===== config.mk =====
export PLATFORM = sky130hd
export DESIGN_NAME = bm_ctrl
export DESIGN_NICKNAME = d
export VERILOG_FILES = /design/src/bm_ctrl_pkg.sv /design/src/bm_ctrl.sv
export SDC_FILE = /design/constraint.sdc
export NUM_CORES = 1
export LEC_CHECK = 0
export BUFFER_PORTS_ARGS = -buffer_cell sky130_fd_sc_hd__buf_4
export CAP_MARGIN = 20
export CORE_MARGIN = 2
export CORE_UTILIZATION = 40
export CTS_BUF_LIST = sky130_fd_sc_hd__clkbuf_8 sky130_fd_sc_hd__clkbuf_16
export CTS_CLUSTER_SIZE = 25
export DETAILED_ROUTE_END_ITERATION = 12
export PLACE_DENSITY = 0.66
export SKIP_LAST_GASP = 1
export SYNTH_ARGS = -nofsm -noshare
export SYNTH_HDL_FRONTEND = slang
export SYNTH_SLANG_ARGS = --single-unit

===== constraint.sdc =====
create_clock -name i_clk -period 5.57 [get_ports i_clk]
set_input_delay 0.557 -clock i_clk [delete_from_list [all_inputs] [get_ports i_clk]]
set_output_delay 0.557 -clock i_clk [all_outputs]
set_load 0.005 [all_outputs]

===== src/bm_ctrl_pkg.sv =====
package bm_ctrl_pkg;

    // ------------------------------------------------------------------
    // Window layout
    // ------------------------------------------------------------------
    localparam int unsigned WINDOW_BYTES      = 16;
    localparam int unsigned CHANNELS          = 2;
    localparam logic [3:0]  OFS_PRIMARY_CMD   = 4'h0;
    localparam logic [3:0]  OFS_PRIMARY_STAT  = 4'h2;
    localparam logic [3:0]  OFS_PRIMARY_PTR   = 4'h4;
    localparam logic [3:0]  OFS_SECONDARY_CMD = 4'h8;
    localparam logic [3:0]  OFS_SECONDARY_STAT = 4'hA;
    localparam logic [3:0]  OFS_SECONDARY_PTR = 4'hC;
    // Configuration offset of the window base register (placed outside).
    localparam logic [7:0]  CFG_OFS_WINDOW_BASE = 8'h20;

    // ------------------------------------------------------------------
    // Byte lanes inside the control word of a channel
    // ------------------------------------------------------------------
    localparam int unsigned LANE_CMD  = 0;
    localparam int unsigned LANE_STAT = 2;

    // ------------------------------------------------------------------
    // Command byte fields
    // ------------------------------------------------------------------
    localparam int unsigned CMD_START_BIT = 0;
    localparam int unsigned CMD_DIR_BIT   = 3;
    localparam logic [7:0]  CMD_WRITABLE  = 8'h09;
    localparam logic [7:0]  CMD_RESET     = 8'h00;

    // ------------------------------------------------------------------
    // Status byte fields
    // ------------------------------------------------------------------
    localparam int unsigned STAT_ACTIVE_BIT = 0;
    localparam int unsigned STAT_ERROR_BIT  = 1;
    localparam int unsigned STAT_IRQ_BIT    = 2;
    localparam int unsigned STAT_CAP0_BIT   = 5;
    localparam int unsigned STAT_CAP1_BIT   = 6;
    localparam logic [7:0]  STAT_RESET      = 8'h00;

    // ------------------------------------------------------------------
    // Descriptor pointer
    // ------------------------------------------------------------------
    localparam logic [31:0] PTR_RESET = 32'h0000_0000;

endpackage


===== src/bm_ctrl.sv =====
// Operation
// - Decode 16-byte window at configured base.
// - Byte, word, dword access to every register.
// - Reserved bits ignore writes, read zero.
// - Primary descriptor pointer at bytes 04-07.
// - Secondary descriptor pointer at bytes 0C-0F.
// - Command bytes at 00h/08h, reset zero.
// - Command bits 7:4, 2:1 read zero.
// - Command bit 3 selects transfer direction.
// - Start only on start bit rising.
// - Transfer only while start bit set.
// - Clearing start pulses discard; status, pointer kept.
// - Clear during active, no irq: abort.
// - Status bit 2 set on irq edge.
// - Status bit 1 set on host abort.
`timescale 1ns/1ps

module bm_ctrl
    import bm_ctrl_pkg::*;
(
    input  wire logic                  i_clk,
    input  wire logic                  i_reset,
    // Host I/O access, window base comes from configuration space.
    input  wire logic [15:0]           i_dma_window_base_pointer,
    input  wire logic [15:0]           i_io_addr,
    input  wire logic [3:0]            i_io_byte_en,
    input  wire logic                  i_io_write,
    input  wire logic                  i_io_read,
    input  wire logic [31:0]           i_io_wdata,
    output logic [31:0]                o_io_rdata,
    output logic                       o_io_claim,
    // Engine side, index 0 is primary, 1 is secondary.
    input  wire logic [CHANNELS-1:0]   i_engine_active,
    input  wire logic [CHANNELS-1:0]   i_drive_irq,
    input  wire logic [CHANNELS-1:0]   i_host_bus_abort,
    output logic [CHANNELS-1:0]        o_start_pulse,
    output logic [CHANNELS-1:0]        o_run,
    output logic [CHANNELS-1:0]        o_transfer_direction,
    output logic [CHANNELS-1:0]        o_abort_pulse,
    output logic [CHANNELS-1:0]        o_discard_state,
    output logic [CHANNELS*32-1:0]     o_descriptor_pointer
);

    // ------------------------------------------------------------------
    // Address decode
    // ------------------------------------------------------------------
    logic                 hit;
    logic                 wr_hit;
    logic [CHANNELS-1:0]  ctl_sel;
    logic [CHANNELS-1:0]  ptr_sel;

    logic [7:0]           cmd       [CHANNELS];
    logic [7:0]           stat      [CHANNELS];
    logic [CHANNELS-1:0]  stat_active;
    logic [CHANNELS-1:0]  stat_irq;
    logic [CHANNELS-1:0]  stat_error;
    logic [1:0]           stat_cap  [CHANNELS];
    logic [31:0]          ptr       [CHANNELS];
    logic [CHANNELS-1:0]  irq_prev;

    assign hit = (i_io_addr[15:4] == i_dma_window_base_pointer[15:4])
                 && (i_io_read || i_io_write);
    assign wr_hit = hit && i_io_write;

    always_comb begin
        // command and status share one dword
        ctl_sel[0] = i_io_addr[3:2] == OFS_PRIMARY_CMD[3:2];
        ctl_sel[1] = i_io_addr[3:2] == OFS_SECONDARY_CMD[3:2];
        ptr_sel[0] = i_io_addr[3:2] == OFS_PRIMARY_PTR[3:2];
        ptr_sel[1] = i_io_addr[3:2] == OFS_SECONDARY_PTR[3:2];
    end

    // ------------------------------------------------------------------
    // Command bytes
    // ------------------------------------------------------------------
    logic [7:0]           next_cmd  [CHANNELS];
    logic [7:0]           next_stat [CHANNELS];
    logic [CHANNELS-1:0]  cmd_wr;
    logic [CHANNELS-1:0]  stat_wr;

    always_comb begin
        for (int c = 0; c < CHANNELS; c++) begin
            cmd_wr[c]    = wr_hit && ctl_sel[c] && i_io_byte_en[LANE_CMD];
            stat_wr[c]   = wr_hit && ctl_sel[c] && i_io_byte_en[LANE_STAT];
            next_cmd[c]  = i_io_wdata[8*LANE_CMD +: 8] & CMD_WRITABLE;
            next_stat[c] = i_io_wdata[8*LANE_STAT +: 8];
        end
    end

    always_ff @(posedge i_clk) begin
        if (i_reset) begin
            for (int c = 0; c < CHANNELS; c++) begin
                cmd[c] <= CMD_RESET;
            end
        end else begin
            for (int c = 0; c < CHANNELS; c++) begin
                if (cmd_wr[c]) begin
                    cmd[c] <= next_cmd[c];
                end
            end
        end
    end

    // ------------------------------------------------------------------
    // Engine control strobes
    // ------------------------------------------------------------------
    // Every strobe is its own flop; all of them settle on the edge that
    // takes the command write, so the engine sees one consistent picture.

    always_ff @(posedge i_clk) begin
        if (i_reset) begin
            o_start_pulse <= '0;
        end else begin
            for (int c = 0; c < CHANNELS; c++) begin
                o_start_pulse[c] <= cmd_wr[c]
                    && next_cmd[c][CMD_START_BIT]
                    && !cmd[c][CMD_START_BIT];
            end
        end
    end

    always_ff @(posedge i_clk) begin
        if (i_reset) begin
            o_discard_state <= '0;
        end else begin
            for (int c = 0; c < CHANNELS; c++) begin
                o_discard_state[c] <= cmd_wr[c]
                    && !next_cmd[c][CMD_START_BIT]
                    && cmd[c][CMD_START_BIT];
            end
        end
    end

    always_ff @(posedge i_clk) begin
        if (i_reset) begin
            o_abort_pulse <= '0;
        end else begin
            for (int c = 0; c < CHANNELS; c++) begin
                o_abort_pulse[c] <= cmd_wr[c]
                    && !next_cmd[c][CMD_START_BIT]
                    && cmd[c][CMD_START_BIT]
                    && stat_active[c]
                    && !stat_irq[c];
            end
        end
    end

    always_ff @(posedge i_clk) begin
        if (i_reset) begin
            o_run <= '0;
        end else begin
            for (int c = 0; c < CHANNELS; c++) begin
                o_run[c] <= cmd_wr[c] ? next_cmd[c][CMD_START_BIT]
                                      : cmd[c][CMD_START_BIT];
            end
        end
    end

    // The direction bit is passed on as written; software keeps it still
    // while a channel runs, so no interlock is spent on it.
    // direction, 1 writes memory
    always_ff @(posedge i_clk) begin
        if (i_reset) begin
            o_transfer_direction <= '0;
        end else begin
            for (int c = 0; c < CHANNELS; c++) begin
                o_transfer_direction[c] <= cmd_wr[c]
                    ? next_cmd[c][CMD_DIR_BIT] : cmd[c][CMD_DIR_BIT];
            end
        end
    end

    // ------------------------------------------------------------------
    // Status bytes
    // ------------------------------------------------------------------
    always_ff @(posedge i_clk) begin
        if (i_reset) begin
            irq_prev <= '0;
        end else begin
            irq_prev <= i_drive_irq;
        end
    end

    // Active is a registered copy, one clock behind the engine.
    always_ff @(posedge i_clk) begin
        if (i_reset) begin
            stat_active <= {CHANNELS{STAT_RESET[STAT_ACTIVE_BIT]}};
        end else begin
            stat_active <= i_engine_active;
        end
    end

    // set on edge, set beats clear
    always_ff @(posedge i_clk) begin
        if (i_reset) begin
            stat_irq <= {CHANNELS{STAT_RESET[STAT_IRQ_BIT]}};
        end else begin
            for (int c = 0; c < CHANNELS; c++) begin
                if (i_drive_irq[c] && !irq_prev[c]) begin
                    stat_irq[c] <= 1'b1;
                end else if (stat_wr[c] && next_stat[c][STAT_IRQ_BIT]) begin
                    stat_irq[c] <= 1'b0;
                end
            end
        end
    end

    // host abort sets error, set wins
    always_ff @(posedge i_clk) begin
        if (i_reset) begin
            stat_error <= {CHANNELS{STAT_RESET[STAT_ERROR_BIT]}};
        end else begin
            for (int c = 0; c < CHANNELS; c++) begin
                if (i_host_bus_abort[c]) begin
                    stat_error[c] <= 1'b1;
                end else if (stat_wr[c] && next_stat[c][STAT_ERROR_BIT]) begin
                    stat_error[c] <= 1'b0;
                end
            end
        end
    end

    // capable bits follow the status lane
    always_ff @(posedge i_clk) begin
        if (i_reset) begin
            for (int c = 0; c < CHANNELS; c++) begin
                stat_cap[c] <= {STAT_RESET[STAT_CAP1_BIT],
                                STAT_RESET[STAT_CAP0_BIT]};
            end
        end else begin
            for (int c = 0; c < CHANNELS; c++) begin
                if (stat_wr[c]) begin
                    stat_cap[c] <= {next_stat[c][STAT_CAP1_BIT],
                                    next_stat[c][STAT_CAP0_BIT]};
                end
            end
        end
    end

    // bits with no flop behind them read zero
    always_comb begin
        for (int c = 0; c < CHANNELS; c++) begin
            stat[c]                  = STAT_RESET;
            stat[c][STAT_ACTIVE_BIT] = stat_active[c];
            stat[c][STAT_ERROR_BIT]  = stat_error[c];
            stat[c][STAT_IRQ_BIT]    = stat_irq[c];
            stat[c][STAT_CAP0_BIT]   = stat_cap[c][0];
            stat[c][STAT_CAP1_BIT]   = stat_cap[c][1];
        end
    end

    // ------------------------------------------------------------------
    // Descriptor pointers
    // ------------------------------------------------------------------
    // each byte lane written on its own enable
    always_ff @(posedge i_clk) begin
        if (i_reset) begin
            for (int c = 0; c < CHANNELS; c++) begin
                ptr[c] <= PTR_RESET;
            end
        end else begin
            for (int c = 0; c < CHANNELS; c++) begin
                for (int b = 0; b < 4; b++) begin
                    if (wr_hit && ptr_sel[c] && i_io_byte_en[b]) begin
                        ptr[c][8*b +: 8] <= i_io_wdata[8*b +: 8];
                    end
                end
            end
        end
    end

    always_comb begin
        for (int c = 0; c < CHANNELS; c++) begin
            o_descriptor_pointer[32*c +: 32] = ptr[c];
        end
    end

    // ------------------------------------------------------------------
    // Read path
    // ------------------------------------------------------------------
    // Read data is registered, so it appears one clock after the request.
    logic [31:0] next_rdata;

    always_comb begin
        next_rdata = 32'h0000_0000;
        for (int c = 0; c < CHANNELS; c++) begin
            if (ctl_sel[c]) begin
                next_rdata = {8'h00, stat[c], 8'h00, cmd[c]};
            end else if (ptr_sel[c]) begin
                next_rdata = ptr[c];
            end
        end
        for (int b = 0; b < 4; b++) begin
            if (!i_io_byte_en[b]) begin
                next_rdata[8*b +: 8] = 8'h00;
            end
        end
    end

    always_ff @(posedge i_clk) begin
        if (i_reset) begin
            o_io_rdata <= 32'h0000_0000;
            o_io_claim <= 1'b0;
        end else begin
            o_io_claim <= hit;
            if (hit && i_io_read) begin
                o_io_rdata <= next_rdata;
            end else begin
                o_io_rdata <= 32'h0000_0000;
            end
        end
    end

endmodule


# Yosys cells after proc, flatten, opt, wreduce, memory -nomap -nowiden
# Memory sizes are Yosys's and may differ from the RTL's.
# Index checks and enable logic that the tools add are counted.
# W data, S select, Z words.
# word_totals
reg_bits,51
ram_bits,72
in_bits,78
output_inout_bits,107
memories,3
# classes
n_eq_ne,4
mux,66
bitwise_logic,17
n_reduce_logical,55
# mem_list
name,depth,width,rd,rd_ports_with_merged_regs,wr,line_no,source
ptr,2,32,2,0,2,bm_ctrl.sv:58,logic [31:0] ptr [CHANNELS];
cmd,2,2,2,0,2,bm_ctrl.sv:52,logic [7:0] cmd [CHANNELS];
stat_cap,2,2,2,0,2,bm_ctrl.sv:57,logic [1:0] stat_cap [CHANNELS];
# ops
cell,count
$mux W32,3
$mux W8,8
$mux W1,50
$logic_and A1 B1 Y1,37
$mux W23,1
$eq A12 B12 Y1,1
$or A1 B1 Y1,12
$reduce_or A4 Y1,3
$mux W2,4
$reduce_bool A2 Y1,4
$logic_not A1 Y1,7
$reduce_or A3 Y1,2
$not A1 Y1,5
$eq A2 B2 Y1 const B,2
$eq A2 B1 Y1 const B,1
$logic_not A2 Y1,1
$logic_or A1 B1 Y1,1

# Logic depth before layout (Yosys ltp)
# Gate-level depths: netlist (run 1).
# logic_depth
word_depth,9
depth_mapped,7
ltp_nobuf,4

# Worst setup path before layout (run 1)
# OpenSTA, ideal clock, no wires.
# synth_timing
path_type,input port to flip-flop
from,input port i_dma_window_base_pointer[11]
to,"memory ptr[1][24], enable pin"
setup_ns,0.387
t_arrival_ns,2.126
slack_ns,3.057
cell_stages,6
cell_sequence,xor2_1 > nor4_1 > nand4_1 > buf_6 > buf_6 > o31ai_1
# synth_lines
element,line_no,source
start: declaration,bm_ctrl.sv:24,"input wire logic [15:0] i_dma_window_base_pointer,"
end: declaration,bm_ctrl.sv:58,

==> summary.md, run 1 <==
| Metric | Value |
|---|---|
| Top cells by area, synth | `edfxtp_1, dfxtp_1, nor4_1` |
| Final HPWL DP | `9670 um` |
| First-pass GRT wire length | `22200 um` |
| Drt wl/cell | `17.6 um` |
| Reg2reg setup slack | `4.33 ns` |
| Clk buf depth | `2` |
| CTS tree | `built` |
| Fraction of layout cells with a size suffix above 1 | `0.390` |
| Layout Skew | `0.00592 ns` |
| Clk_lat worst skew | `0.42 ns` |
| Worst slew pin tran | `1.02 ns` |
| Ys flop type | `edfxtp_1` |
| Vias in the first global route | `4218` |
| Post-CTS Setup Bufs | `0` |
| Slew margin rel. | `0.313` |
| Setup Viol. Count Final | `0` |
| Synth Register Bits | `123` |
| Min Tclk post-route | `2.59 ns` |
| Synth Cell Area | `0.00539 mm^2` |
| EDFF count, synth | `72` |
| Pre-antenna DRT Iters | `4` |
| Yosys cell types | `31` |
| Worst Path Max Fanout | `58` |
| RSZ-0062 raised after global routing | `false` |
| Gate count after technology mapping | `446` |
| Worst R2R Path Depth | `2` |
| Via count | `4264` |
| Gr usage total | `0.201` |
| Antenna viol nets, final | `0` |
| Sum Neg Setup Slack | `0 ns` |
| Area leader, netlist | `edfxtp_1` |
| Leakage power | `0.00291 uW` |
| Pre-CTS setup slack | `2.56 ns` |
| Hold path startpoint | `i_io_wdata[0]` |
| Residual DRC | `0` |
| Outcome | `complete, no violations` |
| CTS Sinks | `123` |
| Max cap viols | `0` |
| Synth top area share | `0.401` |
| Rows | `42` |
| Final Hold Vio Count | `0` |
| Seq/Total Area, Yosys | `0.591` |
| Ys Warns | `0` |
| Pwr dens | `312 mW/mm^2` |
| Worst R2R Start | `cmd[0][0]` |
| R2R Path End | `o_io_rdata[0]` |
| Fmax | `0.386 GHz` |
| Last weighted congestion value of the routability-driven placer | `0.771` |
| Cell with the most instances after synthesis | `edfxtp_1` |
| Worst EP required | `5.74 ns` |
| PortBufs | `178` |
| DP Area | `0.00679 mm^2` |
| Core Area | `0.0132 mm^2` |
| Crit end category | `register` |
| Final WS setup | `2.98 ns` |
| Post-Syn Nets | `524` |
| Slew Limit Fails | `0` |
| Inserted Diodes | `0` |
| Synth cell count leaders | `edfxtp_1, nor4_1, dfxtp_1, nand2_1, nor3_1` |
| Post-synth ARST share | `0` |
| Initial Util | `0.408` |
| Final instance area | `0.00736 mm^2` |
| DIE HEIGHT | `120 um` |
| Num CTS Buffers | `17` |
| Hold path depth | `2` |
| Nets@finish | `691` |
| Worst-path clk slew | `0.05 ns` |
| Largest net degree at the start of global routing | `66` |
| Area Overhead vs Synth | `36.7%` |
| Initial antenna violation count | `0` |
| Total grt overflow | `0` |
| Top Ports | `185` |
| Mean area per synthesized cell | `12.1 um^2` |
| Die extent in x | `120 um` |
| Cts hold-fix bufs | `0` |
| DRT Wirelength | `14100 um` |
| Iteration-0 DRC Markers | `297` |
| # resized after CTS | `0` |
| VDD IR max | `181 uV` |
| Die ar. | `0.0144 mm^2` |
| Root buf cell | `clkbuf_16` |
| Worst hold path type | `in -> reg` |
| Drt via density | `5.32` |
| H-tree levels | `4` |
| Worst endpoint data arrival time | `2.76 ns` |
| Part of the cycle the worst path needs | `0.465` |
| Setup Crit Path Kind | `in -> reg` |
| Startpoint Class | `primary input` |
| Worst Hold Path EP | `o_abort_pulse[0]` |
-- layout by cell type, fill, tap and decap left out, drive strengths merged, types with 9 or more instances in the layout --
| master | instances |
|---|---|
| buf | 187 |
| nor2 | 9 |
| nand3 | 21 |
| nand2 | 46 |
| xor2 | 12 |
| dfxtp | 51 |
| edfxtp | 72 |
| clkbuf | 18 |
| nor4b | 11 |
| mux2i | 29 |
| nor2b | 9 |
| nor3 | 39 |
| inv | 12 |
| nor4 | 55 |
-- power by group --
part           switching [uW]  internal [uW]  total (uW)
clock network             377            699        1080
logic                     108            102         210
registers                19.7            994        1010
-- state kept, by name, summed over array words and instances (netlist names) --
register	cells
ptr	64
o_io_rdata	32
cmd	4
stat_cap	4
irq_prev	2
o_abort_pulse	2
o_discard_state	2
o_run	2
o_start_pulse	2
o_transfer_direction	2
stat_active	2
stat_error	2
stat_irq	2
o_io_claim	1
-- worst max-delay path, cell delays in order --
cell and delay, ns:
buf_4 0.18, nor2_1 0.23, nor2_1 0.09, nand4_1 0.10
buf_4 0.50, buf_4 0.64, o31ai_1 0.16, buf_4 0.24
-- how the worst max path moves through the flow --
stage / startpoint / to / slack [ns]
finish: i_io_read / ptr[0][16] / 2.98
global route: i_io_read / ptr[1][19] / 2.78
CTS: i_io_read / ptr[0][19] / 3.00
detailed placement: i_io_read / ptr[0][23] / 2.56
global placement: i_io_addr[3] / ptr[1][28] / 2.39
floorplan: i_dma_window_base_pointer[11] / ptr[1][24] / 3.06
-- final cells by class --
cell class	instances	area, um^2
clock inverter	14	138
tap	176	220
clock buffer	18	439
timing repair buffer	187	1400
sequential	123	3180
fill	1125	5830
multi-input combinational	275	1950
inverter	9	33.8
-- cell families after synthesis --
family	Yosys count	synth area share
buffers and inverters	48	0.0483
and+or+nand+nor	209	0.232
DFF	123	0.591
AOI/OAI and AO/OA	18	0.0262
xor gates and xnor gates	12	0.0195
muxes	36	0.0831
-- through the flow --
stage	hold slack, ns	instances	util	total power, uW
floorplan	0.425	446	-	1120
global placement	0.473	769	0.514	1240
detailed placement	0.477	770	0.515	1240
CTS	0.333	802	0.558	2310
global route	0.353	802	0.558	2370
finish	0.345	802	0.558	2300
-- layer usage --
layer	GRT usage	routed length [um]
met1	0.258	5920
met3	0.0509	906
met2	0.324	7000
met4	0.0868	317
met5	0	0
No activity file was read; power rests on OpenSTA's default activity.
==> run 2, diff against run 1 <==
Settings changed: PLACE_DENSITY 0.66 to 0.69.
Clock period 5.57 ns to 2.1 ns, I/O delays scaled along.
==> summary.md, run 2 (synthesized netlist as in run 1, its figures left out) <==
| Metric | Value |
|---|---|
| Met1 GRT Util | `0.253 (-0.00463)` |
| Residual DRC | `0 (unchanged)` |
| DRT Wirelength | `14600 um (+3.0%)` |
| Fmax | `0.637 GHz` |
| Worst slew pin tran | `0.535 ns (-0.484 ns)` |
| Most frequent cells in the layout | `buf_4, edfxtp_1, nor4_1, dfxtp_1, nand2_1` |
| Outcome | `complete, no violations` |
| Post-CTS Setup Bufs | `0 (unchanged)` |
| Worst EP required | `2.29 ns (-3.45 ns)` |
| Vias in the first global route | `4169 (-1.2%)` |
| Sum Neg Setup Slack | `0 ns (unchanged)` |
| Core Area | `0.0132 mm^2 (unchanged)` |
| Met2 Use GR | `0.320 (-0.00320)` |
| Final Non-Filler Cells | `817 (+1.9%)` |
| Leakage power | `0.00299 uW (+2.8%)` |
| H-tree levels | `4 (unchanged)` |
| Pre-antenna DRT Iters | `5 (+1)` |
| Drt via density | `5.33 (+0.19%)` |
| VDD IR max | `463 uV (+160%)` |
| Inserted Diodes | `0 (unchanged)` |
| Layout Skew | `0.00581 ns (-0.000110 ns)` |
| Worst endpoint data arrival time | `1.76 ns (-1.00 ns)` |
| Die extent in x | `120 um (unchanged)` |
| Most crowded layer after global routing | `met2` |
| Initial antenna violation count | `0 (unchanged)` |
| CTS tree | `built` |
| Largest register FFs | `64 (unchanged)` |
| Nets@finish | `706 (+2.2%)` |
| Commonest non-fill, non-tap cell in the layout | `buf_4` |
| Slew Limit Fails | `0 (unchanged)` |
| Iteration-0 DRC Markers | `318 (+7.1%)` |
| Largest reg by FF count | `ptr` |
| Root buf cell | `clkbuf_16` |
| Initial Util | `0.408 (unchanged)` |
| # resized after CTS | `0 (unchanged)` |
| Min Tclk post-route | `1.57 ns` |
| Top Ports | `185 (unchanged)` |
| Register Area | `0.00318 mm^2 (unchanged)` |
| DP Area | `0.00693 mm^2 (+2.1%)` |
| Rows | `42 (unchanged)` |
| Worst hold path type | `in -> reg` |
| DIE HEIGHT | `120 um (unchanged)` |
| Area Overhead vs Synth | `39.3%` |
| First-pass GRT wire length | `21900 um (-1.7%)` |
| Pwr dens | `803 mW/mm^2 (+160%)` |
| Gr usage total | `0.201 (-0.000552)` |
| Worst Path Max Fanout | `33 (-43%)` |
| Met3 usage | `0.0513 (+0.000475)` |
| PortBufs | `178 (unchanged)` |
| Fillers | `1110 (-1.3%)` |
| Via count | `4352 (+2.1%)` |
| Startpoint Class | `primary input` |
| Clk buf depth | `2 (unchanged)` |
| Num CTS Buffers | `17 (unchanged)` |
| RSZ-0062 raised after global routing | `false` |
| Setup Crit Path Kind | `in -> reg` |
| Fraction of layout cells with a size suffix above 1 | `0.404 (+0.0143)` |
| Pre-CTS setup slack | `0.105 ns (-2.45 ns)` |
| Multi-input logic area | `0.00195 mm^2 (unchanged)` |
| Clk_lat worst skew | `0.42 ns (about the same)` |
| Largest net degree at the start of global routing | `34 (-48%)` |
| Final instance area | `0.00751 mm^2 (+1.9%)` |
| CTS Sinks | `123 (unchanged)` |
| Total grt overflow | `0 (unchanged)` |
| Final WS setup | `0.531 ns (-2.45 ns)` |
| Final Hold Vio Count | `0 (unchanged)` |
| Antenna viol nets, final | `0 (unchanged)` |
| Worst-path clk slew | `0.06 ns (about the same)` |
| Max cap viols | `0 (unchanged)` |
| Inst Count DP | `784 (+1.8%)` |
| Die ar. | `0.0144 mm^2 (unchanged)` |
| Final HPWL DP | `10400 um (+7.1%)` |
| Slew margin rel. | `0.642 (+0.329)` |
| Part of the cycle the worst path needs | `0.747` |
| Drt wl/cell | `17.8 um (+1.1%)` |
| Cts hold-fix bufs | `1 (+1)` |
| Top Registers | `ptr x64, o_io_rdata x32` |
| Setup Viol. Count Final | `0 (unchanged)` |
| Crit end category | `register` |
| Last weighted congestion value of the routability-driven placer | `0.819 (+6.2%)` |
[run 2: area by class of cell]
class / instances / area share
tap: 176 / 0.0293
multi-input combinational: 275 / 0.260
clock buffer: 19 / 0.0603
clock inverter: 13 / 0.0148
timing repair buffer: 202 / 0.207
inverter: 9 / 0.00450
sequential: 123 / 0.424
[run 2: worst paths after layout]
kind,from,endpoint,slack (ns),cells past startpoint
worst min-delay path,i_io_wdata[0],o_abort_pulse[0],0.01,2
worst max register to register,cmd[0][0],o_io_rdata[0],0.84,2
worst min register to register,stat_active[0],o_abort_pulse[0],0.48,2
worst max-delay path,i_dma_window_base_pointer[5],ptr[1][4],0.53,7
[run 2: stage by stage]
stage	hold slack (ns)	power, uW	util
floorplan	0.286	2980	-
global placement	0.428	3300	0.526
detailed placement	0.431	3320	0.526
CTS	0.000357	6080	0.569
global route	0.00608	6250	0.569
finish	0.0115	6030	0.569
[run 2: routing by layer]
layer | share of wire | up-vias
met5 | 0 | -
met4 | 0.029 | 0
met3 | 0.072 | 33
met2 | 0.48 | 210
met1 | 0.41 | 2056
li1 | - | 2053
[run 2: critical path, cell delays in order]
cell and delay (ns):
buf_4 0.11, xor2_1 0.16, nor4_1 0.27, nand4_1 0.19, buf_12 0.21, buf_4 0.22, nor4_1 0.38
[run 2: where the power goes]
part           switching (uW)  leakage [uW]  internal (uW)
combinational             292       0.00160            290
clock                     988      0.000295           1770
sequential               54.9       0.00110           2640
